### src/cic_regs.vh
// Register map and constants of the CPU interrupt controller
// Overview of operation
// - Fourteen sources, each high or low level
// - Request lines sampled on rising clock edge
// - Vector core to highest pending enabled request
// - Base select 1 puts vectors at 0x7000
// - High level first; lower natural number wins
// - Software writes only clear request flags
// - Pin group 0: offset 0x0003, priority 1
// - Timer 0: offset 0x000B, hardware-cleared flag
// - Pin group 1: offset 0x0013, priority 3
// - Timer 1: offset 0x001B, hardware-cleared flag
// - Timer 2: offset 0x002B, priority 6
// - UART2/LIN: offset 0x0033, priority 7
// - I2C master: offset 0x003B, priority 8
// - PWM/HV fault: offset 0x0043, priority 9
// - Supply/thermal: offset 0x004B, priority 10
// - Converter done: offset 0x0053, priority 11
// - Watchdog: offset 0x005B, priority 12
// - SPI/ECC: offset 0x006B, priority 14
// - Timers 3/4/5: offset 0x0073, priority 15
// - Primary enable layout; global plus own bit
// - Extended enable layout; enables reset zero
// - Priority bit 1 means high level
// - Status shows high/low service in progress
// - Extended flags mirror; only I2C writable
`ifndef CIC_REGS_VH
`define CIC_REGS_VH

`define CIC_OFF_CTRL 8'h00
`define CIC_OFF_STATUS 8'h04
`define CIC_OFF_XFLAG 8'h08
`define CIC_OFF_PFLAG 8'h0c
`define CIC_OFF_IE 8'ha8
`define CIC_OFF_IP 8'hb8
`define CIC_OFF_IRQ_ENABLE_EXTENDED 8'he8
`define CIC_OFF_IRQ_PRIORITY_EXTENDED 8'hf8

`define CIC_RST_BYTE 8'h00

`define CIC_IE_GLOBAL 7
`define CIC_CTRL_VBASE 0
`define CIC_ST_HIGH 6
`define CIC_ST_LOW 5
`define CIC_PF_T1 7
`define CIC_PF_T0 5
`define CIC_PF_PIN1 3
`define CIC_PF_PIN0 1
`define CIC_XF_I2C 0

`define CIC_VEC_LOW 16'h0000
`define CIC_VEC_HIGH 16'h7000
`define CIC_VEC_FIRST 16'h0003
`define CIC_NSRC 15
`define CIC_IDX_T0 4'd2
`define CIC_IDX_T1 4'd4

`endif

### src/cic_top.v
// CPU interrupt controller with APB register access
//
// Implementation choice: the APB register port.
`timescale 1ns/100ps
`include "cic_regs.vh"

module cic_top (
  input wire clk, // System clock
  input wire rst_n, // Async reset, active low
  input wire psel, // APB select
  input wire penable, // APB enable
  input wire pwrite, // APB write
  input wire [7:0] paddr, // APB byte address
  input wire [31:0] pwdata, // APB write data
  output wire pready, // APB ready
  output reg [31:0] prdata, // APB read data
  output wire pslverr, // APB error
  input wire pin_group0_request, // Pin group 0 event
  input wire timer0_overflow_flag, // Timer 0 event
  input wire pin_group1_request, // Pin group 1 event
  input wire timer1_overflow_flag, // Timer 1 event
  input wire timer2_flag, // Timer 2 level
  input wire uart2_tx_rx_flags, // UART2/LIN level
  input wire i2c_master_event, // I2C master event
  input wire pwm_fault_request, // PWM/HV fault level
  input wire supply_thermal_request, // Supply level
  input wire converter_request, // Converter level
  input wire watchdog_flag, // Watchdog level
  input wire source6_request, // Source 6 level
  input wire spi_ecc_request, // SPI/ECC level
  input wire timers345_request, // Timers 3/4/5 level
  output reg irq_req, // Request to core
  output reg [15:0] irq_vector, // Vector address
  input wire irq_ack, // Core enters service
  input wire irq_return // Core returns
);

  reg [7:0] ie_q;
  reg [7:0] ip_q;
  reg [7:0] irq_enable_extended_q;
  reg [7:0] irq_priority_extended_q;
  reg vbase_q;
  reg [14:0] req_q;
  reg pin0_f_q;
  reg pin1_f_q;
  reg t0_f_q;
  reg t1_f_q;
  reg i2c_f_q;
  reg high_act_q;
  reg low_act_q;
  reg [3:0] sel_idx_q;
  reg sel_hi_q;
  wire [15:1] en;
  wire [15:1] pr;
  wire [15:1] pend;
  wire wr_en;
  wire rd_setup;
  wire mapped;
  wire take;
  reg [3:0] best_idx;
  reg best_hi;
  reg best_ok;
  integer i;

  // Register strobes, winner helpers and read bytes
  wire wr_ctrl;
  wire wr_pflag;
  wire wr_xflag;
  wire wr_ie;
  wire wr_ip;
  wire wr_irq_enable_extended;
  wire wr_irq_priority_extended;
  wire [15:1] cand_hi;
  wire [15:1] cand_lo;
  wire irq_req_d;
  wire [15:0] vec_d;
  wire [7:0] status_byte;
  wire [7:0] pflag_byte;
  wire [7:0] xflag_byte;
  genvar g;

  // Byte-address decode used by the error path only
  function is_mapped;
    input [7:0] a;
    begin
      case (a)
        `CIC_OFF_CTRL: is_mapped = 1'b1;
        `CIC_OFF_STATUS: is_mapped = 1'b1;
        `CIC_OFF_XFLAG: is_mapped = 1'b1;
        `CIC_OFF_PFLAG: is_mapped = 1'b1;
        `CIC_OFF_IE: is_mapped = 1'b1;
        `CIC_OFF_IP: is_mapped = 1'b1;
        `CIC_OFF_IRQ_ENABLE_EXTENDED: is_mapped = 1'b1;
        `CIC_OFF_IRQ_PRIORITY_EXTENDED: is_mapped = 1'b1;
        default: is_mapped = 1'b0;
      endcase
    end
  endfunction

  // Write strobe for one register offset
  function wr_hit;
    input we;
    input [7:0] a;
    input [7:0] off;
    begin
      wr_hit = we & (a == off);
    end
  endfunction

  // Vector address of a slot: 8 bytes per natural priority step
  function [15:0] vec_of;
    input [3:0] idx;
    input base;
    reg [15:0] off;
    begin
      off = `CIC_VEC_FIRST + {9'h000, idx - 4'd1, 3'b000};
      vec_of = (base ? `CIC_VEC_HIGH : `CIC_VEC_LOW) | off;
    end
  endfunction

  assign wr_en = psel & penable & pwrite;
  assign rd_setup = psel & ~penable & ~pwrite;
  assign mapped = is_mapped(paddr);
  assign pready = psel & penable;
  assign pslverr = psel & penable & ~mapped;
  assign take = irq_ack & irq_req;

  // One write strobe per writable register
  assign wr_ctrl = wr_hit(wr_en, paddr, `CIC_OFF_CTRL);
  assign wr_pflag = wr_hit(wr_en, paddr, `CIC_OFF_PFLAG);
  assign wr_xflag = wr_hit(wr_en, paddr, `CIC_OFF_XFLAG);
  assign wr_ie = wr_hit(wr_en, paddr, `CIC_OFF_IE);
  assign wr_ip = wr_hit(wr_en, paddr, `CIC_OFF_IP);
  assign wr_irq_enable_extended = wr_hit(wr_en, paddr, `CIC_OFF_IRQ_ENABLE_EXTENDED);
  assign wr_irq_priority_extended = wr_hit(wr_en, paddr, `CIC_OFF_IRQ_PRIORITY_EXTENDED);

  // Request sampling on the rising edge
  always @(posedge clk or negedge rst_n) begin
    if (!rst_n) begin
      req_q <= 15'h0000;
    end else begin
      req_q <= {timers345_request, spi_ecc_request, source6_request,
                watchdog_flag, converter_request,
                supply_thermal_request, pwm_fault_request,
                i2c_master_event, uart2_tx_rx_flags, timer2_flag,
                timer1_overflow_flag, pin_group1_request,
                timer0_overflow_flag, pin_group0_request,
                1'b0};
    end
  end

  // Pin group 0 flag: set wins over a clear in the same cycle
  always @(posedge clk or negedge rst_n) begin
    if (!rst_n) begin
      pin0_f_q <= 1'b0;
    end else if (req_q[1]) begin
      pin0_f_q <= 1'b1;
    end else if (wr_pflag && pwdata[`CIC_PF_PIN0]) begin
      pin0_f_q <= 1'b0;
    end
  end

  // Pin group 1 flag, cleared by software
  always @(posedge clk or negedge rst_n) begin
    if (!rst_n) begin
      pin1_f_q <= 1'b0;
    end else if (req_q[3]) begin
      pin1_f_q <= 1'b1;
    end else if (wr_pflag && pwdata[`CIC_PF_PIN1]) begin
      pin1_f_q <= 1'b0;
    end
  end

  // Timer 0 flag, cleared when its vector is taken
  always @(posedge clk or negedge rst_n) begin
    if (!rst_n) begin
      t0_f_q <= 1'b0;
    end else if (req_q[2]) begin
      t0_f_q <= 1'b1;
    end else if (take && sel_idx_q == `CIC_IDX_T0) begin
      t0_f_q <= 1'b0;
    end
  end

  // Timer 1 flag, cleared when its vector is taken
  always @(posedge clk or negedge rst_n) begin
    if (!rst_n) begin
      t1_f_q <= 1'b0;
    end else if (req_q[4]) begin
      t1_f_q <= 1'b1;
    end else if (take && sel_idx_q == `CIC_IDX_T1) begin
      t1_f_q <= 1'b0;
    end
  end

  // I2C master flag, the only writable extended flag
  always @(posedge clk or negedge rst_n) begin
    if (!rst_n) begin
      i2c_f_q <= 1'b0;
    end else if (req_q[7]) begin
      i2c_f_q <= 1'b1;
    end else if (wr_xflag && pwdata[`CIC_XF_I2C]) begin
      i2c_f_q <= 1'b0;
    end
  end

  // Pending vector by natural priority slot; slot 5 has no source
  assign pend = {req_q[14:8], i2c_f_q, req_q[6:5], 1'b0,
                 t1_f_q, pin1_f_q, t0_f_q,
                 pin0_f_q};
  assign en = {irq_enable_extended_q, ie_q[6:5], 1'b0, ie_q[3:0]} &
              {15{ie_q[`CIC_IE_GLOBAL]}};
  assign pr = {irq_priority_extended_q, ip_q[6:5], 1'b0, ip_q[3:0]};

  // Qualified request per slot, split by level
  generate
    for (g = 1; g <= `CIC_NSRC; g = g + 1) begin : g_cand
      assign cand_hi[g] = pend[g] & en[g] & pr[g];
      assign cand_lo[g] = pend[g] & en[g] & ~pr[g];
    end
  endgenerate

  // Winner search: first high-level slot, else first low-level slot
  always @* begin
    best_idx = 4'd0;
    best_hi = 1'b0;
    best_ok = 1'b0;
    for (i = `CIC_NSRC; i >= 1; i = i - 1) begin
      if (cand_lo[i]) begin
        best_idx = i[3:0];
        best_ok = 1'b1;
      end
    end
    for (i = `CIC_NSRC; i >= 1; i = i - 1) begin
      if (cand_hi[i]) begin
        best_idx = i[3:0];
        best_hi = 1'b1;
        best_ok = 1'b1;
      end
    end
  end

  // High service blocks all; low service blocks low winners
  assign irq_req_d = best_ok && !high_act_q &&
                     (best_hi || !low_act_q);
  assign vec_d = vec_of(best_idx, vbase_q);

  // Request presented to the core, with nesting check
  always @(posedge clk or negedge rst_n) begin
    if (!rst_n) begin
      irq_req <= 1'b0;
      irq_vector <= `CIC_VEC_LOW;
      sel_idx_q <= 4'd0;
      sel_hi_q <= 1'b0;
    end else if (take) begin
      irq_req <= 1'b0;
    end else begin
      irq_req <= irq_req_d;
      irq_vector <= vec_d;
      sel_idx_q <= best_idx;
      sel_hi_q <= best_hi;
    end
  end

  // Service-in-progress tracking
  // A return closes the innermost service, high before low, unless a take comes in the same cycle
  always @(posedge clk or negedge rst_n) begin
    if (!rst_n) begin
      high_act_q <= 1'b0;
      low_act_q <= 1'b0;
    end else if (take) begin
      if (sel_hi_q) begin
        high_act_q <= 1'b1;
      end else begin
        low_act_q <= 1'b1;
      end
    end else if (irq_return) begin
      if (high_act_q) begin
        high_act_q <= 1'b0;
      end else begin
        low_act_q <= 1'b0;
      end
    end
  end

  // Primary enable; the unused bit always reads zero
  always @(posedge clk or negedge rst_n) begin
    if (!rst_n) begin
      ie_q <= `CIC_RST_BYTE;
    end else if (wr_ie) begin
      ie_q <= pwdata[7:0] & 8'hef;
    end
  end

  // Primary priority; top bit reads zero
  always @(posedge clk or negedge rst_n) begin
    if (!rst_n) begin
      ip_q <= `CIC_RST_BYTE;
    end else if (wr_ip) begin
      ip_q <= pwdata[7:0] & 8'h7f;
    end
  end

  // Extended enable
  always @(posedge clk or negedge rst_n) begin
    if (!rst_n) begin
      irq_enable_extended_q <= `CIC_RST_BYTE;
    end else if (wr_irq_enable_extended) begin
      irq_enable_extended_q <= pwdata[7:0];
    end
  end

  // Extended priority
  always @(posedge clk or negedge rst_n) begin
    if (!rst_n) begin
      irq_priority_extended_q <= `CIC_RST_BYTE;
    end else if (wr_irq_priority_extended) begin
      irq_priority_extended_q <= pwdata[7:0];
    end
  end

  // Vector base select
  always @(posedge clk or negedge rst_n) begin
    if (!rst_n) begin
      vbase_q <= 1'b0;
    end else if (wr_ctrl) begin
      vbase_q <= pwdata[`CIC_CTRL_VBASE];
    end
  end

  // Read bytes of the status and flag registers
  assign status_byte = {1'b0, high_act_q, low_act_q,
                        5'h00};
  assign xflag_byte = {req_q[14:12], 1'b0,
                       req_q[10:8], i2c_f_q};
  assign pflag_byte = {t1_f_q, 1'b0, t0_f_q, 1'b0,
                       pin1_f_q, 1'b0, pin0_f_q, 1'b0};

  // Read data captured in the setup cycle
  always @(posedge clk or negedge rst_n) begin
    if (!rst_n) begin
      prdata <= 32'h00000000;
    end else if (rd_setup) begin
      case (paddr)
        `CIC_OFF_CTRL: begin
          prdata <= {31'h00000000, vbase_q};
        end
        `CIC_OFF_STATUS: begin
          prdata <= {24'h000000, status_byte};
        end
        `CIC_OFF_XFLAG: begin
          prdata <= {24'h000000, xflag_byte};
        end
        `CIC_OFF_PFLAG: begin
          prdata <= {24'h000000, pflag_byte};
        end
        `CIC_OFF_IE: begin
          prdata <= {24'h000000, ie_q};
        end
        `CIC_OFF_IP: begin
          prdata <= {24'h000000, ip_q};
        end
        `CIC_OFF_IRQ_ENABLE_EXTENDED: begin
          prdata <= {24'h000000, irq_enable_extended_q};
        end
        `CIC_OFF_IRQ_PRIORITY_EXTENDED: begin
          prdata <= {24'h000000, irq_priority_extended_q};
        end
        default: begin
          prdata <= 32'h00000000;
        end
      endcase
    end
  end

endmodule // cic_top

### config.mk
export PLATFORM = sky130hd
export DESIGN_NAME = cic_top
export DESIGN_NICKNAME = d
export VERILOG_FILES = /design/src/cic_top.v
export VERILOG_INCLUDE_DIRS = /design/src
export SDC_FILE = /design/constraint.sdc
export NUM_CORES = 1
export LEC_CHECK = 0
export ABC_AREA = 1
export BUFFER_PORTS_ARGS = -buffer_cell sky130_fd_sc_hd__buf_2
export CAP_MARGIN = 30
export CORE_MARGIN = 3
export CORE_UTILIZATION = 50
export CTS_CLUSTER_DIAMETER = 50
export CTS_CLUSTER_SIZE = 20
export DETAILED_ROUTE_END_ITERATION = 6
export MAX_ROUTING_LAYER = met4
export PLACE_DENSITY_LB_ADDON = 0.05
export SYNTH_ARGS = -nofsm -noshare
export SYNTH_HDL_FRONTEND = slang
export SYNTH_SLANG_ARGS = --single-unit
### constraint.sdc
create_clock -name clk -period 6.8 [get_ports clk]
set_input_delay 0 -clock clk [delete_from_list [all_inputs] [get_ports clk]]
set_output_delay 0 -clock clk [all_outputs]
set_load 0.005 [all_outputs]
==> results.toml, run 1 <==
[outcome]
status = "complete, but fails checks"
violations = "negative hold slack"

[setup_path]
reg2reg_depth = 30
path_class = "reg2reg"
cp_common_cell = "nand2_1"
cp.arrival_ns = 3.62
worst_setup_path_start_kind = "flop"
ff2ff_setup_slack_ns = 3.47
worstPathRequired_ns = 7.08
path_max_fanout = 21
end_kind = "flop"
worst_path_largest_cell_delay_ns = 0.89
cpMaxStageDelayCell = "dfrtp_1"

[grt]
gr-usage-all-layers_pct = 24.7
overflow = 0
grt_pass1_wl_um = 15700
grt_max_degree = 73
first_global_vias = 2985
antenna_found_initial = 0

[clocking]
clk_path_buf_depth = 2
clkTransAtPathRegs_ns = 0.08
cts.sinks = 72
cts_setup_buffers = 0
cts_root_buffer = "clkbuf_8"
clock_latency_ns = 0.36
h-tree-depth = 3
cts_made_buffers = 9
cts_tree = "yes"

[die]
die_x_um = 92.8
die_height_um = 92.8
die_area_mm2 = 0.00861
num_io_pins = 112
row_count = 31
initial_core_util_pct = 51.7
core-area_mm2 = 0.00729

[place]
dpl.hpwl_um = 7140
gp_congestion = 0.897
port_buffers = 56
place_ws_ns = 3.51

[timing]
slew_headroom_pct = 30.7
min_period_over_period_pct = 49.0
slew_violations = 0
hold-worst-slack_ns = -0.00339
setup_tns_ns = 0
fmax_mhz = 300
period_needed_ns = 3.33
rsz0062_at_grt = "false"
tightest_slew_ns = 1.01
hold_viol = 2
fin_worst_skew_ns = 0.00846
setup_viol = 0
setup_ws_ns = 3.47

[final_layout]
insertedDiodeCount = 0
layout-drive-gt1-share_pct = 14.2
fill_cells = 689
seqCellArea_mm2 = 0.00180
multi_input_area_mm2 = 0.00154
syn_to_final_growth_pct = 18.6
layout.nets = 622

[synth]
synth_edf_count = 0
synth-main-ff-cell = "dfrtp_1"
synthArstFlopShare_pct = 100
synth_cells = 483
synth_area_per_cell_um2 = 7.80
syn_area_mm2 = 0.00377
yosysSeqAreaShare_pct = 47.8
synth-seq-cells = 72
yosysWarningCount = 0
ys_types = 33

[route]
drtIter0Drc = 303
via_per_inst = 4.87
drc = 0
ant_nets = 0
vias = 3231
first_pass_iters = 5
routed_wl_um = 9790
routedWlPerCell_um = 14.8

[pwr]
ir_drop_v = 0.000114
cellPowerDensity_mw_per_mm2 = 207
leakage_uw = 0.00223

[hold_path]
hp-class = "in2reg"
hold_path_depth = 3

[run]
drv_cap = 0
==> report_power, final <==
| group | total, uW | switching (uW) | internal [uW] | leakage (uW) |
|---|---|---|---|---|
| registers | 441 | 5.99 | 435 | 0.000920 |
| logic | 49.8 | 29.1 | 20.7 | 0.00118 |
| clock network | 435 | 170 | 265 | 0.000127 |
==> worst paths after layout <==
path,startpoint,endpoint
worst max register to register,ie_q[7]$_DFFE_PN0P_,irq_vector[5]$_DFFE_PN0N_
worst min register to register,req_q[2]$_DFF_PN0_,t0_f_q$_DFFE_PN0P_
worst min-delay path,pwdata[5],ie_q[5]$_DFFE_PN0P_
min in group asynchronous,rst_n,prdata[2]$_DFFE_PN0P_
worst max-delay path,ie_q[7]$_DFFE_PN0P_,irq_vector[5]$_DFFE_PN0N_
max in group asynchronous,rst_n,req_q[14]$_DFF_PN0_
==> cell usage in the layout (no fill, tap or decap), types with 3 or more instances in the layout <==
cell and count:
nor2_1 41, nor4_1 5, clkbuf_8 11, nor3_1 13, conb_1 31, o21ai_0 63, a21oi_1 4, a2111oi_0 3
nand4_1 13, nand3_1 14, dfrtp_1 72, o21bai_1 5, bufinv_16 3, buf_2 56, nand2_1 122, dlygate4sd3_1 22
inv_1 64
==> synthesized netlist by cell type (2+ instances only) <==
| master | number | area (um^2) |
|---|---|---|
| nand2_1 | 122 | 458 |
| dfrtp_1 | 72 | 1800 |
| inv_1 | 64 | 240 |
| o21ai_0 | 63 | 315 |
| nor2_1 | 41 | 154 |
| buf_4 | 34 | 255 |
| nand3_1 | 14 | 70.1 |
| nand4_1 | 13 | 81.3 |
| nor3_1 | 13 | 65.1 |
| clkbuf_1 | 5 | 18.8 |
| nor4_1 | 5 | 31.3 |
| o21bai_1 | 5 | 37.5 |
| a21oi_1 | 4 | 20.0 |
| a2111oi_0 | 3 | 26.3 |
| a211oi_1 | 2 | 15.0 |
| a221oi_1 | 2 | 17.5 |
| a31oi_1 | 2 | 12.5 |
| buf_2 | 2 | 10.0 |
| nand2_2 | 2 | 12.5 |
| nor3_2 | 2 | 20.0 |
==> state kept, by name (all words and copies together), names as in the netlist <==
name	cells
high_act_q	1
i2c_f_q	1
ie_q	7
ip_q	7
irq_enable_extended_q	8
irq_priority_extended_q	8
irq_req	1
irq_vector	6
low_act_q	1
pin0_f_q	1
pin1_f_q	1
prdata	8
req_q	14
sel_hi_q	1
sel_idx_q	4
t0_f_q	1
t1_f_q	1
vbase_q	1
==> critical path, delay by kind of cell (launching register included) <==
kind                     cells  cell delay (ns)
flip-flops                   1             0.89
AND/OR/NAND/NOR             26             1.84
adder cells (fa/ha/maj)      1             0.20
XOR/XNOR                     1             0.15
AO/OA/AOI/OAI                1             0.14
buffers and inverters        1             0.05
==> routing by layer <==
| metal | up-vias | track usage (%) | part of all wire [%] |
|---|---|---|---|
| met3 | 14 | 2.92 | 4.6 |
| met1 | 1470 | 33.7 | 47 |
| li1 | 1647 | - | - |
| met4 | 0 | 8.06 | 1.3 |
| met2 | 100 | 38.6 | 47 |
| met5 | - | - | 0 |
==> area by class of cell <==
type / instances / area share, %
clock inverters: 4 / 2.21
inverters: 64 / 5.38
flip-flops and latches: 72 / 40.3
well taps: 99 / 2.77
repair buffers: 79 / 11.4
clock buffers: 12 / 3.47
multi-input cells: 334 / 34.5
==> logic make-up after synthesis <==
logic type,share of synthesized area (%)
flops,47.8
simple gates,24.6
compound gates,12.6
other cells,0.0995
buf+inv,14.3
fa+ha+maj,0.332
xor+xnor,0.232
==> metrics by stage <==
stage	cell area (um^2)	cells	util [%]	power, uW
after global routing	4470	664	61.3	959
after CTS	4470	664	61.3	930
after global placement	3990	626	54.8	490
final	4470	664	61.3	927
after detailed placement	3990	626	54.8	490
after floorplan	3880	513	-	477
==> what timing repair did <==
item / 4_1_cts / 5_1_grt
hold endpoints to repair: 103 / 0
hold buffers: 22 / 0
gates resized for setup: 0 / 0
No activity file was read; power rests on OpenSTA's default activity.
==> run 2: changes to the inputs <==
--- a/config.mk
+++ b/config.mk
@@ -10,7 +10,7 @@
 export BUFFER_PORTS_ARGS = -buffer_cell sky130_fd_sc_hd__buf_2
 export CAP_MARGIN = 30
 export CORE_MARGIN = 3
-export CORE_UTILIZATION = 50
+export CORE_UTILIZATION = 47
 export CTS_CLUSTER_DIAMETER = 50
 export CTS_CLUSTER_SIZE = 20
 export DETAILED_ROUTE_END_ITERATION = 6
==> constraint.sdc (replaced) <==
create_clock -name clk -period 2.72 [get_ports clk]
set_input_delay 0 -clock clk [delete_from_list [all_inputs] [get_ports clk]]
set_output_delay 0 -clock clk [all_outputs]
set_load 0.005 [all_outputs]
==> results.toml, run 2 (synthesis gave the netlist of run 1 again) <==
[final_layout]
syn_to_final_growth_pct = 22.6
largest_register_ffs = 14
layout_common_cells = "122 x nand2_1, 71 x dfrtp_1, 63 x inv_1, 62 x o21ai_0, 56 x buf_2"
post-route-util_pct = 59.5
top_register = "req_q"
finalInstanceArea_mm2 = 0.00462
insertedDiodeCount = 0
layout-drive-gt1-share_pct = 17.4
layout.nets = 639
layout_commonest_cell = "nand2_1"

[place]
gp_congestion = 0.910
dpl.hpwl_um = 7580
port_buffers = 56
placed_area_mm2 = 0.00408

[route]
routed_wl_um = 10400
ant_nets = 0
drc = 0
drtIter0Drc = 154
first_pass_iters = 4
vias = 3319
via_per_inst = 4.85
routedWlPerCell_um = 15.1

[setup_path]
ff2ff_setup_slack_ns = 0.19
cpMaxStageDelayCell = "dfrtp_2"
cp.arrival_ns = 2.75
worst_setup_path_start_kind = "flop"
worstPathRequired_ns = 2.94
path_max_fanout = 8
reg2reg_depth = 28
worst_path_largest_cell_delay_ns = 0.46
timing.rr.start = "ie_q[7]$_DFFE_PN0P_"
r2r_end = "sel_idx_q[0]$_DFFE_PN0N_"
cp_common_cell = "nand2_1"
path_class = "reg2reg"
end_kind = "flop"

[die]
row_count = 32
die_area_mm2 = 0.00913
initial_core_util_pct = 48.5
num_io_pins = 112
die_height_um = 95.5
die_x_um = 95.5
core-area_mm2 = 0.00777

[clocking]
cts_root_buffer = "clkbuf_8"
clock_latency_ns = 0.35
cts_tree = "yes"
cts.sinks = 72
h-tree-depth = 3
clkTransAtPathRegs_ns = 0.09
cts_made_buffers = 9
clk_path_buf_depth = 2

[timing]
min_period_over_period_pct = 92.9
hold_viol = 2
slew_headroom_pct = 27.6
rsz0062_at_grt = "true"
period_needed_ns = 2.53
setup_viol = 0
setup_tns_ns = 0
hold-worst-slack_ns = -0.00975
tightest_slew_ns = 1.06
fmax_mhz = 396
fin_worst_skew_ns = 0.00764
slew_violations = 0

[pwr]
ir_drop_v = 0.000352
cellPowerDensity_mw_per_mm2 = 477
leakage_uw = 0.00230
power.total_uw = 2200

[grt]
antenna_found_initial = 0
grt_max_degree = 73
overflow = 0
first_global_vias = 3024
use_met3_pct = 5.29
met1_usage_pct = 31.1
gr-usage-all-layers_pct = 24.2
grt_busiest_layer = "met2"
use_met2_pct = 38.5
grt_pass1_wl_um = 15800

[hold_path]
hp-class = "in2reg"
hold_path_end = "irq_priority_extended_q[5]$_DFFE_PN0P_"
hold_path_depth = 3
hold_path.startpoint = "pwdata[5]"

[outcome]
status = "complete, but fails checks"
violations = "negative hold slack"

[run]
drv_cap = 0
[run 2: cell count changes in the layout (fill, tap and decap cells not counted), moves of 2 or more]
cell           delta
clkinv_4          +2
dlygate4sd3_1     +2
nand3_1           -2
buf_4            +13
buf_6             +2
nor2_1            -2
[run 2: report_power, final]
group	switching, uW	leakage [uW]	internal, uW	total [uW]
logic	73.2	0.00127	55.9	129
registers	16.6	0.000918	1090	1110
clock network	424	0.000111	546	970
total	514	0.00230	1690	2200
[run 2: layer usage]
metal	routed length, um	part of all wire, %
met3	613	5.9
met5	0	0
met2	5010	48
met4	158	1.5
met1	4580	44
[run 2: through the flow]
stage,setup WS [ns],instances
final,0.193,684
after global routing,-0.167,684
after CTS,0.0607,680
after detailed placement,0.0835,640
after global placement,0.131,640
after floorplan,0.489,513
[run 2: worst max-delay path: cells and delay by family (launching register included)]
family / cells / cell delay, ns
simple gates: 24 / 1.49
compound gates: 1 / 0.10
flops: 1 / 0.46
buf+inv: 3 / 0.39
[run 2: how the worst max path moves through the flow]
stage,from,end,slack [ns],depth (start not counted)
floorplan,ie_q[7]$_DFFE_PN0P_,irq_vector[5]$_DFFE_PN0N_,0.49,29
global placement,ie_q[7]$_DFFE_PN0P_,irq_vector[5]$_DFFE_PN0N_,0.13,27
detailed placement,ie_q[7]$_DFFE_PN0P_,irq_vector[5]$_DFFE_PN0N_,0.08,29
CTS,ie_q[7]$_DFFE_PN0P_,irq_vector[5]$_DFFE_PN0N_,0.06,29
global route,ie_q[7]$_DFFE_PN0P_,irq_vector[5]$_DFFE_PN0N_,-0.17,29
finish,ie_q[7]$_DFFE_PN0P_,sel_idx_q[0]$_DFFE_PN0N_,0.19,28
[run 2: timing repair]
action | in CTS | in global routing
resized for setup | 0 | 13
buffers inserted | 0 | 4
hold buffers | 24 | 0
setup endpoints to repair | 0 | 5
endpoints found under the hold margin | 105 | 0
[run 2: final cells by class]
type                    instances  area (um^2)
clock buffers                  12          145
clock inverters                 4         77.6
fillers                       727         3150
inverters                      64          240
multi-input cells             334         1580
flip-flops and latches         72         1800
well taps                     102          128
repair buffers                 96          648
==> run 3: changes to the inputs <==
--- a/config.mk
+++ b/config.mk
@@ -10,7 +10,7 @@
 export BUFFER_PORTS_ARGS = -buffer_cell sky130_fd_sc_hd__buf_2
 export CAP_MARGIN = 30
 export CORE_MARGIN = 3
-export CORE_UTILIZATION = 47
+export CORE_UTILIZATION = 50
 export CTS_CLUSTER_DIAMETER = 50
 export CTS_CLUSTER_SIZE = 20
 export DETAILED_ROUTE_END_ITERATION = 6
==> constraint.sdc (replaced) <==
create_clock -name clk -period 3 [get_ports clk]
set_input_delay 0 -clock clk [delete_from_list [all_inputs] [get_ports clk]]
set_output_delay 0 -clock clk [all_outputs]
set_load 0.005 [all_outputs]
==> results.toml, run 3 (synthesis gave the netlist of run 1 again) <==
[outcome]
status = "finished clean"

[route]
via_per_inst = 4.94
drtIter0Drc = 184
routedWlPerCell_um = 14.7
vias = 3338
drc = 0
ant_nets = 0
first_pass_iters = 6
routed_wl_um = 9950

[hold_path]
hp-class = "in2reg"

[grt]
antenna_found_initial = 0
grt_max_degree = 73
grt_pass1_wl_um = 15800
overflow = 0
gr-usage-all-layers_pct = 25.0
first_global_vias = 3047

[final_layout]
layout.nets = 634
largest_register_ffs = 14
finalInstanceArea_mm2 = 0.00454
insertedDiodeCount = 0
syn_to_final_growth_pct = 20.5
layout_commonest_cell = "nand2_1"
layout_common_cells = "122 x nand2_1, 72 x dfrtp_1, 64 x inv_1, 62 x o21ai_0, 56 x buf_2"
layout-drive-gt1-share_pct = 15.1
top_register = "req_q"

[setup_path]
cp.arrival_ns = 2.86
ff2ff_setup_slack_ns = 0.36
timing.rr.start = "ie_q[7]$_DFFE_PN0P_"
worst_path_largest_cell_delay_ns = 0.42
path_max_fanout = 12
worstPathRequired_ns = 3.22
cp-endpoint = "irq_vector[5]$_DFFE_PN0N_"
path_class = "reg2reg"
end_kind = "flop"
r2r_end = "irq_vector[5]$_DFFE_PN0N_"
cp_common_cell = "nand2_1"
reg2reg_depth = 28
worst_setup_path_start_kind = "flop"
crit_start = "ie_q[7]$_DFFE_PN0P_"
cpMaxStageDelayCell = "dfrtp_1"

[place]
gp_congestion = 0.910
port_buffers = 56
dpl.hpwl_um = 7280
placed_area_mm2 = 0.00404
place_ws_ns = 0.371

[pwr]
cellPowerDensity_mw_per_mm2 = 430
p_int_uw = 1530
leakage_uw = 0.00227
p_comb_share_pct = 6.1
sw_frac_of_total_pct = 21.7
p_sw_uw = 425
seqPwrFrac_pct = 51.2
ir_drop_v = 0.000265
clkPwrFrac_pct = 42.7

[clocking]
clkTransAtPathRegs_ns = 0.07
clock_latency_ns = 0.35
cts_root_buffer = "clkbuf_8"
cts_made_buffers = 9
cts.sinks = 72
h-tree-depth = 3
clk_path_buf_depth = 2
cts_tree = "yes"

[timing]
setup_tns_ns = 0
rsz0062_at_grt = "false"
hold_viol = 0
period_needed_ns = 2.64
tightest_slew_ns = 0.881
fmax_mhz = 378
setup_viol = 0
slew_violations = 0
min_period_over_period_pct = 88.2
setup_ws_ns = 0.355
slew_headroom_pct = 41.3
fin_worst_skew_ns = 0.00950

[die]
die_area_mm2 = 0.00861
initial_core_util_pct = 51.7
die_height_um = 92.8
core-area_mm2 = 0.00729
die_x_um = 92.8
row_count = 31
num_io_pins = 112

[run]
drv_cap = 0
-- run 3: cell count changes in the layout (fill, tap and decap cells not counted), sizes merged --
cell | before | now
buf | 72 | 65
clkinv | 2 | 1
dlygate4sd3 | 24 | 26
clkbuf | 12 | 13
-- run 3: worst min-delay path by stage --
stage	start	endpoint	slack, ns	cells past startpoint
global route	pwdata[1]	ip_q[1]$_DFFE_PN0P_	0.04	3
finish	pwdata[1]	ie_q[1]$_DFFE_PN0P_	0.03	3
floorplan	rst_n	high_act_q$_DFFE_PN0P_	-0.30	0
CTS	pwdata[1]	ie_q[1]$_DFFE_PN0P_	0.01	3
global placement	pin_group0_request	req_q[1]$_DFF_PN0_	0.11	1
detailed placement	i2c_master_event	req_q[7]$_DFF_PN0_	0.11	1
-- run 3: critical path: cells and delay by family, from the launching register on --
kind	cells	cell delay (ns)
AND/OR/NAND/NOR	23	1.48
flip-flops	1	0.42
buffers and inverters	2	0.25
adder cells (fa/ha/maj)	1	0.15
XOR/XNOR	1	0.14
AO/OA/AOI/OAI	1	0.07
-- run 3: final cells by class --
type / count / area, um^2
multi-input cells: 334 / 1550
clock inverters: 3 / 65.1
clock buffers: 13 / 149
repair buffers: 91 / 616
well taps: 99 / 124
fillers: 695 / 2750
inverters: 64 / 240
flip-flops and latches: 72 / 1800
-- run 3: power groups by stage --
| stage | Combinational [uW] | Clock, uW | Sequential (uW) |
|---|---|---|---|
| after floorplan | 66.3 | 0 | 1010 |
| after detailed placement | 92.0 | 0 | 1020 |
| after global routing | 136 | 897 | 1000 |
| after CTS | 117 | 850 | 1000 |
| final | 119 | 835 | 1000 |
| after global placement | 90.6 | 0 | 1020 |
-- run 3: metrics by stage --
stage	utilization [%]	std cells	hold slack, ns	power, uW
2_1_floorplan	-	513	-0.296	1080
6_report	62.3	676	0.0341	1950
3_5_place_dp	55.4	632	0.109	1110
3_3_place_gp	55.4	632	0.108	1110
5_1_grt	62.3	676	0.0432	2040
4_1_cts	61.9	674	0.0138	1970
-- run 3: routing by layer --
metal  track usage [%]  part of all wire (%)  vias to the layer above
met5                 -                     0                        -
met4              8.06                   1.8                        0
met3              5.61                   6.4                       15
met2              39.0                    46                      114
met1              32.5                    46                     1534
li1                  -                     -                     1675
-- run 3: repair_timing --
action / CTS / global route
setup buffers: 0 / 2
endpoints found under the setup margin: 0 / 1
gates resized for setup: 0 / 4
hold buffers: 26 / 0
endpoints found under the hold margin: 113 / 0
